===== config.mk =====
export PLATFORM = sky130hd
export DESIGN_NAME = port_block
export DESIGN_NICKNAME = d
export VERILOG_FILES = /design/src/core/port_pkg.sv /design/src/core/pin_cell.sv /design/src/core/key_sync.sv /design/src/core/port_block.sv
export SDC_FILE = /design/constraint.sdc
export NUM_CORES = 1
export LEC_CHECK = 0
export ABC_CLOCK_PERIOD_IN_PS = 1600
export BUFFER_PORTS_ARGS = -buffer_cell sky130_fd_sc_hd__buf_2
export CAP_MARGIN = 20
export CORE_ASPECT_RATIO = 0.9
export CORE_MARGIN = 1.5
export CORE_UTILIZATION = 45
export CTS_CLUSTER_SIZE = 24
export DETAILED_ROUTE_END_ITERATION = 12
export PLACE_DENSITY = 0.79
export SYNTH_ARGS = -nofsm -noshare
export SYNTH_HDL_FRONTEND = slang
export SYNTH_SLANG_ARGS = --single-unit

===== constraint.sdc =====
create_clock -name pclk -period 1.6 [get_ports pclk]
set_input_delay 0 -clock pclk [delete_from_list [all_inputs] [get_ports pclk]]
set_output_delay 0 -clock pclk [all_outputs]
set_load 0.01 [all_outputs]

===== src/core/port_pkg.sv =====
// shared constants and types for the port mode and key wake block
//
// Function
// - key wake on port 0 bits 3..7, per-pin enable
// - enabled key low past machine cycle sets flag
// - hardware sets key flag, only software clears
// - key event wakes cpu from idle, power down
// - mode bits: quasi, push-pull, input, open drain
// - port 1 bit 5 input only, reset pin option
// - per-port select: schmitt or ttl inputs
// - tri-state during reset, then quasi mode
// - latches load reset level after reset
// - port 1 bit 5 schmitt input once out of reset
// - timer toggle enable flips pin per overflow
// - quasi: strong pull-up two clocks on rise
// - quasi: weak pull-up while pin reads one
// - quasi: very weak pull-up while latch one
// - open drain: no pull-ups, drive low only
// - push-pull: strong high or driven low
// - input only: no output drive at all
// - quasi pin is input and output, reads pin
// - clock out quarter cpu clock on port 2.0
package port_pkg;

   localparam int unsigned NUM_PORTS = 3;
   localparam int unsigned PORT_W    = 8;
   localparam int unsigned NUM_PINS  = NUM_PORTS * PORT_W;
   localparam int unsigned APB_AW    = 8;

   // ==========================================================
   // register byte offsets; per-port registers step by stride
   localparam logic [7:0] OFF_LATCH           = 8'h00;
   localparam logic [7:0] OFF_MODE_A          = 8'h0c;
   localparam logic [7:0] OFF_MODE_B          = 8'h18;
   localparam logic [7:0] PORT_STRIDE         = 8'h04;
   localparam logic [7:0] OFF_PORT_MODE_TWO_A = 8'h24;
   localparam logic [7:0] OFF_KEY_ENABLE      = 8'h28;
   localparam logic [7:0] OFF_AUX_CONTROL_ONE = 8'h2c;

   // ==========================================================
   // field positions and write masks
   localparam int unsigned SCHMITT_LSB          = 0;
   localparam int unsigned TIMER_ZERO_TOGGLE_EN = 3;
   localparam int unsigned TIMER_ONE_TOGGLE_EN  = 4;
   localparam int unsigned CLOCK_OUT_ENABLE     = 5;
   localparam logic [7:0]  PORT_MODE_TWO_A_MASK = 8'h3f;
   localparam int unsigned KEY_PIN_LSB          = 3;
   localparam int unsigned KEY_PINS             = 5;
   localparam int unsigned KEY_IRQ_EN_BIT       = 0;
   localparam logic [7:0]  KEY_ENABLE_MASK      = 8'hf9;
   localparam int unsigned KEY_FLAG_BIT         = 7;

   // ==========================================================
   // pin positions, as port * 8 + bit
   localparam int unsigned INPUT_ONLY_PIN = 13;
   localparam int unsigned TIMER_ZERO_PIN = 10;
   localparam int unsigned TIMER_ONE_PIN  = 11;
   localparam int unsigned CLOCK_OUT_PIN  = 16;

   // ==========================================================
   // mode codes as {pin_mode_bit_a, pin_mode_bit_b}
   localparam logic [1:0] MODE_QUASI = 2'h0;
   localparam logic [1:0] MODE_PUSH  = 2'h1;
   localparam logic [1:0] MODE_INPUT = 2'h2;
   localparam logic [1:0] MODE_OPEN  = 2'h3;
   localparam logic [1:0] CLK_SRC_RC  = 2'h1;
   localparam logic [1:0] CLK_SRC_EXT = 2'h3;

   // ==========================================================
   // timing, in cpu clocks
   localparam int unsigned MACHINE_CYCLE_CLKS = 4;
   localparam int unsigned KEY_LOW_CLKS       = MACHINE_CYCLE_CLKS + 1;
   localparam int unsigned STRONG_PULSE_CLKS  = 2;
   localparam int unsigned CLOCK_OUT_DIV      = 4;

   typedef struct packed {
      logic pull_low;
      logic strong_up;
      logic weak_up;
      logic very_weak_up;
   } pin_drv_s;

endpackage


===== src/core/pin_cell.sv =====
// one port pin: mode decode, pull-up sequencing and low drive
`timescale 1ns/1ns
`default_nettype none
module pin_cell (
   input  wire logic          pclk,
   input  wire logic          presetn,
   input  wire logic [1:0]    mode,
   input  wire logic          latch,
   input  wire logic          pin_lvl,
   output var  port_pkg::pin_drv_s drv
);
   localparam logic [1:0] PULSE_LOAD =
      2'(port_pkg::STRONG_PULSE_CLKS - 1);

   logic       latch_q_r;
   logic [1:0] pulse_r;
   logic [1:0] pulse_nxt;

   wire logic quasi = mode == port_pkg::MODE_QUASI;
   wire logic push  = mode == port_pkg::MODE_PUSH;
   wire logic open  = mode == port_pkg::MODE_OPEN;
   wire logic rise  = latch & ~latch_q_r;

   assign pulse_nxt = rise ? PULSE_LOAD :
                      (pulse_r != 2'h0) ? pulse_r - 2'h1 : 2'h0;

   always_ff @(posedge pclk or negedge presetn) begin
      if (!presetn) begin
         latch_q_r <= 1'b0;
         pulse_r   <= 2'h0;
      end else begin
         latch_q_r <= latch;
         pulse_r   <= pulse_nxt;
      end
   end

   // input mode falls through every term and drives nothing
   always_comb begin
      drv.pull_low     = ~latch & (quasi | push | open);
      drv.strong_up    = latch & (push |
                         quasi & (rise | pulse_r != 2'h0));
      drv.weak_up      = quasi & pin_lvl;
      drv.very_weak_up = quasi & latch;
   end
endmodule // pin_cell
`default_nettype wire


===== src/core/key_sync.sv =====
// key pin synchroniser and low-level qualification counter
`timescale 1ns/1ns
`default_nettype none
module key_sync #(
   parameter int unsigned LOW_CLKS = port_pkg::KEY_LOW_CLKS
) (
   input  wire logic pclk,
   input  wire logic presetn,
   input  wire logic pin_raw,
   output var  logic hit
);
   localparam int unsigned   CW      = $clog2(LOW_CLKS + 1);
   localparam logic [CW-1:0] CNT_TOP = CW'(LOW_CLKS);

   logic          meta_r;
   logic          sync_r;
   logic [CW-1:0] cnt_r;

   // keys idle high, so the stages start high
   always_ff @(posedge pclk or negedge presetn) begin
      if (!presetn) begin
         meta_r <= 1'b1;
         sync_r <= 1'b1;
         cnt_r  <= '0;
      end else begin
         meta_r <= pin_raw;
         sync_r <= meta_r;
         cnt_r  <= sync_r ? '0 :
                   (cnt_r == CNT_TOP) ? cnt_r : cnt_r + CW'(1);
      end
   end

   assign hit = cnt_r == CNT_TOP;
endmodule // key_sync
`default_nettype wire


===== src/core/port_block.sv =====
// three-port pin controller with key wake, apb register file
`timescale 1ns/1ns
`default_nettype none
module port_block #(
   parameter int unsigned NPORT    = port_pkg::NUM_PORTS,
   parameter int unsigned KEY_LOW  = port_pkg::KEY_LOW_CLKS
) (
   input  wire logic                   pclk,
   input  wire logic                   presetn,
   input  wire logic                   psel,
   input  wire logic                   penable,
   input  wire logic                   pwrite,
   input  wire logic [7:0]             paddr,
   input  wire logic [31:0]            pwdata,
   output var  logic [31:0]            prdata,
   output var  logic                   pready,
   output var  logic                   pslverr,
   input  wire logic [NPORT*8-1:0]     pin_in,
   output var  logic [NPORT*8-1:0]     pin_out,
   output var  logic [NPORT*8-1:0]     pin_oe,
   output var  logic [NPORT*8-1:0]     weak_up,
   output var  logic [NPORT*8-1:0]     very_weak_up,
   output var  logic [NPORT*8-1:0]     schmitt_sel,
   input  wire logic                   reset_level_high,
   input  wire logic                   reset_pin_disable,
   input  wire logic [1:0]             clk_src,
   input  wire logic                   t0_ovf,
   input  wire logic                   t1_ovf,
   output var  logic                   reset_pin_active,
   output var  logic                   key_irq,
   output var  logic                   key_wake
);
   localparam int unsigned NPIN = NPORT * port_pkg::PORT_W;
   localparam int unsigned DIVW = $clog2(port_pkg::CLOCK_OUT_DIV);
   localparam int unsigned KLSB = port_pkg::KEY_PIN_LSB;
   localparam int unsigned KN   = port_pkg::KEY_PINS;

   // ==========================================================
   // state
   logic [NPIN-1:0]  latch_r;
   logic [NPIN-1:0]  latch_nxt;
   logic [NPIN-1:0]  mode_a_r;
   logic [NPIN-1:0]  mode_a_nxt;
   logic [NPIN-1:0]  mode_b_r;
   logic [NPIN-1:0]  mode_b_nxt;
   logic [7:0]       pmode2_r;
   logic [7:0]       pmode2_nxt;
   logic [7:0]       key_en_r;
   logic [7:0]       key_en_nxt;
   logic             key_flag_r;
   logic             key_flag_nxt;
   logic             init_done_r;
   logic [DIVW-1:0]  clk_div_r;
   logic [31:0]      rd_val;
   logic             mapped;

   // ==========================================================
   // outputs held in flip-flops
   logic [NPIN-1:0]  out_nxt;
   logic [NPIN-1:0]  oe_nxt;
   logic [NPIN-1:0]  weak_nxt;
   logic [NPIN-1:0]  vweak_nxt;
   logic [NPIN-1:0]  schmitt_nxt;

   port_pkg::pin_drv_s [NPIN-1:0] drv;
   logic [NPIN-1:0][1:0]          eff_mode;
   logic [NPIN-1:0]               eff_latch;
   logic [KN-1:0]                 key_hit;

   // ==========================================================
   // apb slave: setup, one wait cycle, then completion
   wire logic access  = psel & penable;
   wire logic first   = access & ~pready;
   wire logic wr_en   = access & pwrite & pready;
   wire logic wr_pm2  = wr_en &
                        (paddr == port_pkg::OFF_PORT_MODE_TWO_A);
   wire logic wr_key  = wr_en & (paddr == port_pkg::OFF_KEY_ENABLE);
   wire logic wr_aux  = wr_en &
                        (paddr == port_pkg::OFF_AUX_CONTROL_ONE);

   always_ff @(posedge pclk or negedge presetn) begin
      if (!presetn) begin
         pready  <= 1'b0;
         pslverr <= 1'b0;
         prdata  <= '0;
      end else begin
         pready  <= first;
         pslverr <= first & ~mapped;
         if (first) begin
            prdata <= mapped ? rd_val : '0;
         end
      end
   end

   // ==========================================================
   // per-port registers: latch, mode bit a, mode bit b
   always_comb begin
      latch_nxt  = latch_r;
      mode_a_nxt = mode_a_r;
      mode_b_nxt = mode_b_r;
      rd_val     = '0;
      mapped     = 1'b0;
      for (int p = 0; p < NPORT; p++) begin
         if (paddr == 8'(port_pkg::OFF_LATCH +
                         p * port_pkg::PORT_STRIDE)) begin
            mapped      = 1'b1;
            rd_val[7:0] = pin_in[p*8 +: 8];
            if (wr_en) begin
               latch_nxt[p*8 +: 8] = pwdata[7:0];
            end
         end
         if (paddr == 8'(port_pkg::OFF_MODE_A +
                         p * port_pkg::PORT_STRIDE)) begin
            mapped      = 1'b1;
            rd_val[7:0] = mode_a_r[p*8 +: 8];
            if (wr_en) begin
               mode_a_nxt[p*8 +: 8] = pwdata[7:0];
            end
         end
         if (paddr == 8'(port_pkg::OFF_MODE_B +
                         p * port_pkg::PORT_STRIDE)) begin
            mapped      = 1'b1;
            rd_val[7:0] = mode_b_r[p*8 +: 8];
            if (wr_en) begin
               mode_b_nxt[p*8 +: 8] = pwdata[7:0];
            end
         end
      end
      if (paddr == port_pkg::OFF_PORT_MODE_TWO_A) begin
         mapped      = 1'b1;
         rd_val[7:0] = pmode2_r;
      end
      if (paddr == port_pkg::OFF_KEY_ENABLE) begin
         mapped      = 1'b1;
         rd_val[7:0] = key_en_r;
      end
      if (paddr == port_pkg::OFF_AUX_CONTROL_ONE) begin
         mapped                         = 1'b1;
         rd_val[port_pkg::KEY_FLAG_BIT] = key_flag_r;
      end
      // a timer toggle wins over a software write in the same cycle
      if (pmode2_r[port_pkg::TIMER_ZERO_TOGGLE_EN] & t0_ovf) begin
         latch_nxt[port_pkg::TIMER_ZERO_PIN] =
            ~latch_r[port_pkg::TIMER_ZERO_PIN];
      end
      if (pmode2_r[port_pkg::TIMER_ONE_TOGGLE_EN] & t1_ovf) begin
         latch_nxt[port_pkg::TIMER_ONE_PIN] =
            ~latch_r[port_pkg::TIMER_ONE_PIN];
      end
      if (!init_done_r) begin
         latch_nxt = {NPIN{reset_level_high}};
      end
   end

   assign pmode2_nxt = wr_pm2 ?
      pwdata[7:0] & port_pkg::PORT_MODE_TWO_A_MASK : pmode2_r;
   assign key_en_nxt = wr_key ?
      pwdata[7:0] & port_pkg::KEY_ENABLE_MASK : key_en_r;

   // modes reset to zero, which is quasi-bidirectional
   always_ff @(posedge pclk or negedge presetn) begin
      if (!presetn) begin
         latch_r     <= '0;
         mode_a_r    <= '0;
         mode_b_r    <= '0;
         pmode2_r    <= '0;
         key_en_r    <= '0;
         init_done_r <= 1'b0;
      end else begin
         latch_r     <= latch_nxt;
         mode_a_r    <= mode_a_nxt;
         mode_b_r    <= mode_b_nxt;
         pmode2_r    <= pmode2_nxt;
         key_en_r    <= key_en_nxt;
         init_done_r <= 1'b1;
      end
   end

   // ==========================================================
   // clock out: free-running divider, quarter of pclk
   wire logic src_ok     = (clk_src == port_pkg::CLK_SRC_RC) |
                           (clk_src == port_pkg::CLK_SRC_EXT);
   wire logic clk_out_on =
      pmode2_r[port_pkg::CLOCK_OUT_ENABLE] & src_ok;

   always_ff @(posedge pclk or negedge presetn) begin
      if (!presetn) begin
         clk_div_r <= '0;
      end else begin
         clk_div_r <= clk_div_r + DIVW'(1);
      end
   end

   // ==========================================================
   // pin cells
   for (genvar i = 0; i < NPIN; i++) begin : g_pin
      if (i == port_pkg::INPUT_ONLY_PIN) begin : g_in
         assign eff_mode[i]  = port_pkg::MODE_INPUT;
         assign eff_latch[i] = latch_r[i];
      end else if (i == port_pkg::CLOCK_OUT_PIN) begin : g_ck
         assign eff_mode[i]  = clk_out_on ? port_pkg::MODE_PUSH :
                               {mode_a_r[i], mode_b_r[i]};
         assign eff_latch[i] = clk_out_on ? clk_div_r[DIVW-1] :
                               latch_r[i];
      end else begin : g_io
         assign eff_mode[i]  = {mode_a_r[i], mode_b_r[i]};
         assign eff_latch[i] = latch_r[i];
      end
      pin_cell u_cell (
         .pclk    (pclk),
         .presetn (presetn),
         .mode    (eff_mode[i]),
         .latch   (eff_latch[i]),
         .pin_lvl (pin_in[i]),
         .drv     (drv[i])
      );
   end

   // pins stay released until the reset level is loaded
   always_comb begin
      for (int i = 0; i < NPIN; i++) begin
         out_nxt[i]   = init_done_r & drv[i].strong_up;
         oe_nxt[i]    = init_done_r &
                        (drv[i].strong_up | drv[i].pull_low);
         weak_nxt[i]  = init_done_r & drv[i].weak_up;
         vweak_nxt[i] = init_done_r & drv[i].very_weak_up;
      end
      for (int p = 0; p < NPORT; p++) begin
         schmitt_nxt[p*8 +: 8] =
            {8{pmode2_r[port_pkg::SCHMITT_LSB + p]}};
      end
      schmitt_nxt[port_pkg::INPUT_ONLY_PIN] = 1'b1;
   end

   // ==========================================================
   // key wake
   for (genvar k = 0; k < KN; k++) begin : g_key
      key_sync #(.LOW_CLKS(KEY_LOW)) u_sync (
         .pclk    (pclk),
         .presetn (presetn),
         .pin_raw (pin_in[KLSB + k]),
         .hit     (key_hit[k])
      );
   end

   wire logic key_set = |(key_hit & key_en_r[KLSB +: KN]);
   wire logic key_clr = wr_aux & ~pwdata[port_pkg::KEY_FLAG_BIT];
   // a set in the clearing cycle wins, so no key press is lost
   assign key_flag_nxt = key_set | (key_flag_r & ~key_clr);

   always_ff @(posedge pclk or negedge presetn) begin
      if (!presetn) begin
         key_flag_r       <= 1'b0;
         key_irq          <= 1'b0;
         key_wake         <= 1'b0;
         reset_pin_active <= 1'b0;
         pin_out          <= '0;
         pin_oe           <= '0;
         weak_up          <= '0;
         very_weak_up     <= '0;
         schmitt_sel      <= '0;
      end else begin
         key_flag_r       <= key_flag_nxt;
         key_irq          <= key_flag_nxt &
                             key_en_r[port_pkg::KEY_IRQ_EN_BIT];
         key_wake         <= key_flag_nxt & ~key_flag_r;
         reset_pin_active <= ~reset_pin_disable;
         pin_out          <= out_nxt;
         pin_oe           <= oe_nxt;
         weak_up          <= weak_nxt;
         very_weak_up     <= vweak_nxt;
         schmitt_sel      <= schmitt_nxt;
      end
   end
endmodule // port_block
`default_nettype wire


==> summary.txt, run 1 <==
# nets final - 1533
number of synthesized flops with an enable pin - 0
main area contributors after synthesis - dfrtp_1 57%, mux2_2 4.3%, a21oi_1 3.3%
CP Depth - 8
insertion delay to the later sink of the worst-skew pair - 0.54 ns
WL final - 36.1 mm
Synth Area per Inst - 10.7 um2
Arr. time, crit path - 1.98 ns
Adder-Cell Fraction of Synth Area - 1.02%
first-pass GRT wire length - 54.4 mm
Max clock buf depth - 3
wire length per cell - 19.8 um
Post-Synth Simple-Gate Area - 17.5%
vias - 9799
Pwr Density - 1030 nW/um2
post-synthesis compound-gate area fraction - 10.7%
initial antenna violation count - 1
Port Buffers - 178
clock tree from TritonCTS - built
final clock skew - 0.00887 ns
Tot Pwr - 16.1 mW
routed vias/inst - 5.37
maximum VDD drop - 0.726 mV
Mapped Cells - 1136
Pleak - 7.74 nW
Fin. Hold Viols - 0
GRT Util Overall - 25.4%
fin crit share - 98.7%
post-detail-place hpwl - 25.9 mm
Synth warnings - 0
Final WS setup - 0.0214 ns
Worst setup SP type - register
hold slack final - 0.0191 ns
post-synth top area share - 57.2%
crit path kind - reg2reg
num ports - 232
worst flop-to-flop path endpoint - latch_r[11]
CP Max Fanout - 5
pin count of the biggest net entering global routing - 92
worst r2r src - pready
Max Slew Vio Count - 0
post-route cell area - 15700 um2
final core occ - 58.4%
CTS Buf Count - 28
Die Y - 159 um
effective utilization at floorplan - 45.5%
Post-Synth XOR/XNOR Area - 0.430%
initial DRC count - 865
MaxCap Viol Count - 0
Clock transition at path regs - 0.07 ns
layout cells sized above 1 - 30.0%
mux share of post-synthesis cell area - 4.59%
largest family of logic cells by synthesized area - simple AND/OR/NAND/NOR gates
Die ar. - 28100 um2
outcome - complete, no violations
WP data required - 2.00 ns
Cell Area, Synth - 12200 um2
sequential fraction of the synthesis area - 59.3%
CTS Sinks - 289
cells along the critical path - nand4_1, buf_6, o41ai_4, buf_4, buf_6, nand2_2, nand3_2, o311ai_1
setup violators final - 0
routability cong. - 0.938
Top delay family on crit path - buffers and inverters
Critical Path End Type - register
area growth from synthesis to layout - 28.3%
worst-margin pin slew - 0.516 ns
row count - 57
DRT Pass-1 Iters - 5
fmax - 633 MHz
register-to-register setup slack - 0.02 ns
Most used DFF post-synth - dfrtp_1
worst r2r path cells - 8
slowest stage delay, CP - 0.38 ns
WP buf/inv - 3
htree depth - 1
unique cell type count in the Yosys netlist - 71
Synth area leader - dfrtp_1
CORE AREA - 26800 um2
pre-CTS setup slack - -0.171 ns
Root Buffer Master - clkbuf_16
gr ovfl total - 0
Die X-Extent - 177 um
post-route antenna net violation count - 0
drt drc - 0
DP Area - 14200 um2
Max stage delay cell, worst path - dfrtp_1
Max-slew headroom - 65.6%
vias in the first global route - 9398
Worst Hold Class - in2async
crit path time final - 1.58 ns
most used cell, CP - buf_6
RSZ-0062 raised after global routing - yes
synthesis-stage register bit count - 289
asr flop ratio synth - 100%
fill count - 2222
==> sequential cells by signal (all words and copies together) (netlist names), 8 cells and up <==
signal	count
g_pin.u_cell.latch_q_r	23
very_weak_up	23
pin_oe	23
g_pin.u_cell.pulse_r	46
latch_r	23
mode_b_r	24
pin_out	23
g_key.u_sync.cnt_r	15
weak_up	23
prdata	8
mode_a_r	24
==> kinds of logic (layout without fill, tap and decap cells) <==
kind of cell               count (synthesis)  in the layout
DFF                                      289            289
AOI/OAI and AO/OA                        217            217
buffers and inverters                    150            456
muxes                                     50             50
adders and majority gates                 10             10
other                                      2             30
xor gates and xnor gates                   6              6
and+or+nand+nor                          412            412
==> how the worst max path moves through the flow <==
stage,from,to
5_1_grt,pready,prdata[5]
3_3_place_gp,paddr[6],prdata[6]
2_1_floorplan,pready,latch_r[11]
4_1_cts,g_key[0].u_sync.cnt_r[0],key_irq
6_report,pready,latch_r[11]
3_5_place_dp,paddr[1],latch_r[9]
==> metal layers <==
layer	GRT usage [%]	up-vias	wire length (um)
met5	0	-	0
met4	6.09	0	778
met3	4.27	51	2570
met2	39.4	404	16700
met1	37.2	4857	16100
li1	-	4487	-
==> cells in the final DEF (no fill, tap or decap), types with 10 or more instances in the layout <==
cell,count
nand3_1,17
nand2b_1,28
o21ai_0,62
dfrtp_1,278
inv_1,58
nand2_1,85
clkbuf_16,31
a31oi_1,10
buf_4,110
nor2_1,102
buf_2,177
nor3_1,63
and3_1,44
dlygate4sd3_1,38
nor4b_1,10
dfstp_2,10
a21oi_1,80
mux2_2,46
buf_12,12
nand4_1,10
conb_1,29
==> through the flow <==
step | instances | setup TNS (ns)
CTS | 1812 | 0
global placement | 1722 | -2.56
detailed placement | 1722 | -3.31
finish | 1824 | 0
floorplan | 1163 | -0.945
global route | 1823 | -0.293
==> final cells by class <==
cell class / instances / area, um2 / area share [%]
antenna: 1 / 2.50 / 0.0160
clock buffer: 44 / 842 / 5.37
clock inverter: 7 / 66.3 / 0.423
inverter: 59 / 221 / 1.41
multi-input combinational: 724 / 4380 / 28.0
sequential: 289 / 7250 / 46.3
tap: 354 / 443 / 2.83
timing repair buffer: 346 / 2460 / 15.7
==> power breakdown <==
part           switching [mW]  internal, mW  total (mW)
clock network            2.72          3.76        6.48
registers               0.253          7.68        7.93
logic                   0.988         0.689        1.68
==> synth_stat cells (10+ instances only) <==
cell and number:
a21oi_1 80, a31oi_1 10, and3_1 44, buf_2 13, buf_4 50, clkbuf_1 24, dfrtp_1 279, dfstp_2 10
ha_1 10, inv_1 58, mux2_2 47, nand2_1 88, nand2b_1 28, nand3_1 19, nand4_1 10, nor2_1 103
nor3_1 63, nor4b_1 11, o21ai_0 64
==> timing repair <==
item,in CTS,in global routing
resized for setup,6,21
hold buffers,38,0
pin swaps,2,8
setup endpoints to repair,32,25
buffers inserted,3,10
cloned,0,2
hold endpoints to repair,381,0
Note: power is estimated with default switching activity, not from simulation.
==> run 2, diff against run 1 <==
--- a/config.mk
+++ b/config.mk
@@ -11,6 +11,7 @@
 export CORE_ASPECT_RATIO = 0.9
 export CORE_MARGIN = 1.5
 export CORE_UTILIZATION = 45
+export CTS_BUF_LIST = sky130_fd_sc_hd__clkbuf_8
 export CTS_CLUSTER_SIZE = 24
 export DETAILED_ROUTE_END_ITERATION = 12
 export PLACE_DENSITY = 0.79
==> summary.txt, run 2 (same netlist as run 1, synthesis figures left out) <==
outcome - complete, but fails checks
failing checks - negative setup slack
Worst Hold Class - in2async
CP Max Fanout - 3 (-2)
cells along the critical path - buf_4, nand3b_1, and4b_1, o21ai_1, a21o_1, o221ai_2
CP Depth - 6 (-2)
Max-slew headroom - 66.2% (+0.62 points)
Clock transition at path regs - 0.07 ns (about the same)
hold slack final - 0.0143 ns (-0.00484 ns)
CORE AREA - 26800 um2 (unchanged)
Finished Layout Cells - 1855 (+1.7%)
post-route cell area - 15700 um2 (about the same)
wire length per cell - 19.5 um (-1.5%)
vias in the first global route - 9668 (+2.9%)
Die X-Extent - 177 um (unchanged)
fill count - 2241 (+0.86%)
crit path time final - 1.67 ns (+0.0952 ns)
Biggest register - g_pin.u_cell.pulse_r
Pwr Density - 1010 nW/um2 (-2.1%)
MaxCap Viol Count - 0 (unchanged)
maximum VDD drop - 0.742 mV (+2.3%)
Final WS setup - -0.0737 ns (-0.0952 ns)
Max clock buf depth - 3 (unchanged)
WP data required - 2.08 ns (+0.08 ns)
effective utilization at floorplan - 45.5% (unchanged)
biggest regs - g_pin.u_cell.pulse_r: 46 flops, mode_a_r: 24 flops, mode_b_r: 24 flops
post-detail-place hpwl - 25.9 mm (unchanged)
htree depth - 2 (+1)
row count - 57 (unchanged)
GRT Util Overall - 25.9% (+0.55 points)
gr ovfl total - 0 (unchanged)
Pleak - 7.82 nW (+1.1%)
Fin. Hold Viols - 0 (unchanged)
commonest cells after routing, fill and taps aside - 278 x dfrtp_1, 177 x buf_2, 109 x buf_4
crit path kind - reg2reg
Max Slew Vio Count - 0 (unchanged)
placed cell count - 1722 (unchanged)
fin crit share - 105% (+5.9 points)
Root Buffer Master - clkbuf_8
clock tree from TritonCTS - built
final core occ - 58.4% (about the same)
num ports - 232 (unchanged)
DP Area - 14200 um2 (unchanged)
slowest stage delay, CP - 0.38 ns (about the same)
Die Y - 159 um (unchanged)
Arr. time, crit path - 2.16 ns (+0.18 ns)
Die ar. - 28100 um2 (unchanged)
worst r2r path cells - 6 (-2)
WL final - 36.2 mm (+0.16%)
pin count of the biggest net entering global routing - 92 (unchanged)
most common cell after layout, fill and taps aside - dfrtp_1
post-route antenna net violation count - 0 (unchanged)
initial antenna violation count - 1 (unchanged)
first-pass GRT wire length - 55.3 mm (+1.7%)
Worst setup SP type - register
WP buf/inv - 1 (-2)
final clock skew - 0.0220 ns (+0.0131 ns)
worst-margin pin slew - 0.507 ns (-0.00926 ns)
initial DRC count - 864 (-0.12%)
routability cong. - 0.938 (unchanged)
insertion delay to the later sink of the worst-skew pair - 0.56 ns (+0.02 ns)
Port Buffers - 178 (unchanged)
area growth from synthesis to layout - 28.3% (about the same)
fmax - 597 MHz (-5.7%)
DRT Pass-1 Iters - 5 (unchanged)
routed vias/inst - 5.33 (-0.85%)
# nets final - 1549 (+1.0%)
setup violators final - 4 (+4)
drt drc - 0 (unchanged)
CTS Sinks - 289 (unchanged)
Top delay family on crit path - simple AND/OR/NAND/NOR gates
Critical Path End Type - register
layout cells sized above 1 - 31.1% (+1.0 points)
vias - 9881 (+0.84%)
Max stage delay cell, worst path - dfrtp_1
max FFs per register - 46 (unchanged)
RSZ-0062 raised after global routing - yes
CTS Buf Count - 44 (+57%)
==> run 2: cell type report <==
class                   count  area [um2]  area share, %
flip-flops and latches    289        7250           46.2
multi-input cells         724        4380           27.9
repair buffers            346        2470           15.8
clock buffers              55         757           4.83
well taps                 354         443           2.83
inverters                  59         221           1.41
clock inverters            27         148          0.942
diodes                      1        2.50         0.0160
==> run 2: what timing repair did <==
| action | in CTS | in global routing |
|---|---|---|
| gates cloned | 1 | 1 |
| gates resized for setup | 6 | 24 |
| setup endpoints to repair | 28 | 25 |
| hold endpoints to repair | 392 | 0 |
| hold buffers | 39 | 0 |
| buffers inserted | 2 | 10 |
| pin swaps | 2 | 9 |
==> run 2: stage by stage <==
step,power (mW),setup WS (ns),setup TNS (ns)
after floorplan,8.79,-0.0591,-0.945
after global placement,9.55,-0.168,-2.56
after detailed placement,9.60,-0.171,-3.31
after CTS,15.8,0.000442,0
after global routing,16.5,-0.159,-0.681
final,15.8,-0.0737,-0.143
==> run 2: report_power, final <==
group          total, mW  switching (mW)  leakage (nW)  internal (mW)
clock network       6.14            2.86         0.523           3.28
logic               1.68           0.982          3.63          0.697
registers           7.93           0.253          3.67           7.68
total               15.8            4.10          7.82           11.7
==> run 2: metal layers <==
layer	track usage [%]	share of wire [%]
met5	0	0
met4	7.51	2.5
met3	5.80	8.1
met2	39.8	46
met1	37.0	44
==> run 2: final timing paths <==
| kind | startpoint | end | slack [ns] |
|---|---|---|---|
| max | pready | prdata[7] | -0.07 |
| min | presetn | g_key[0].u_sync.sync_r | 0.01 |
| max reg2reg | pready | prdata[7] | -0.07 |
| min reg2reg | g_key[2].u_sync.meta_r | g_key[2].u_sync.sync_r | 0.35 |
| max in group asynchronous | presetn | g_key[2].u_sync.cnt_r[1] | 0.97 |
| min in group pclk | paddr[5] | pslverr | 0.02 |
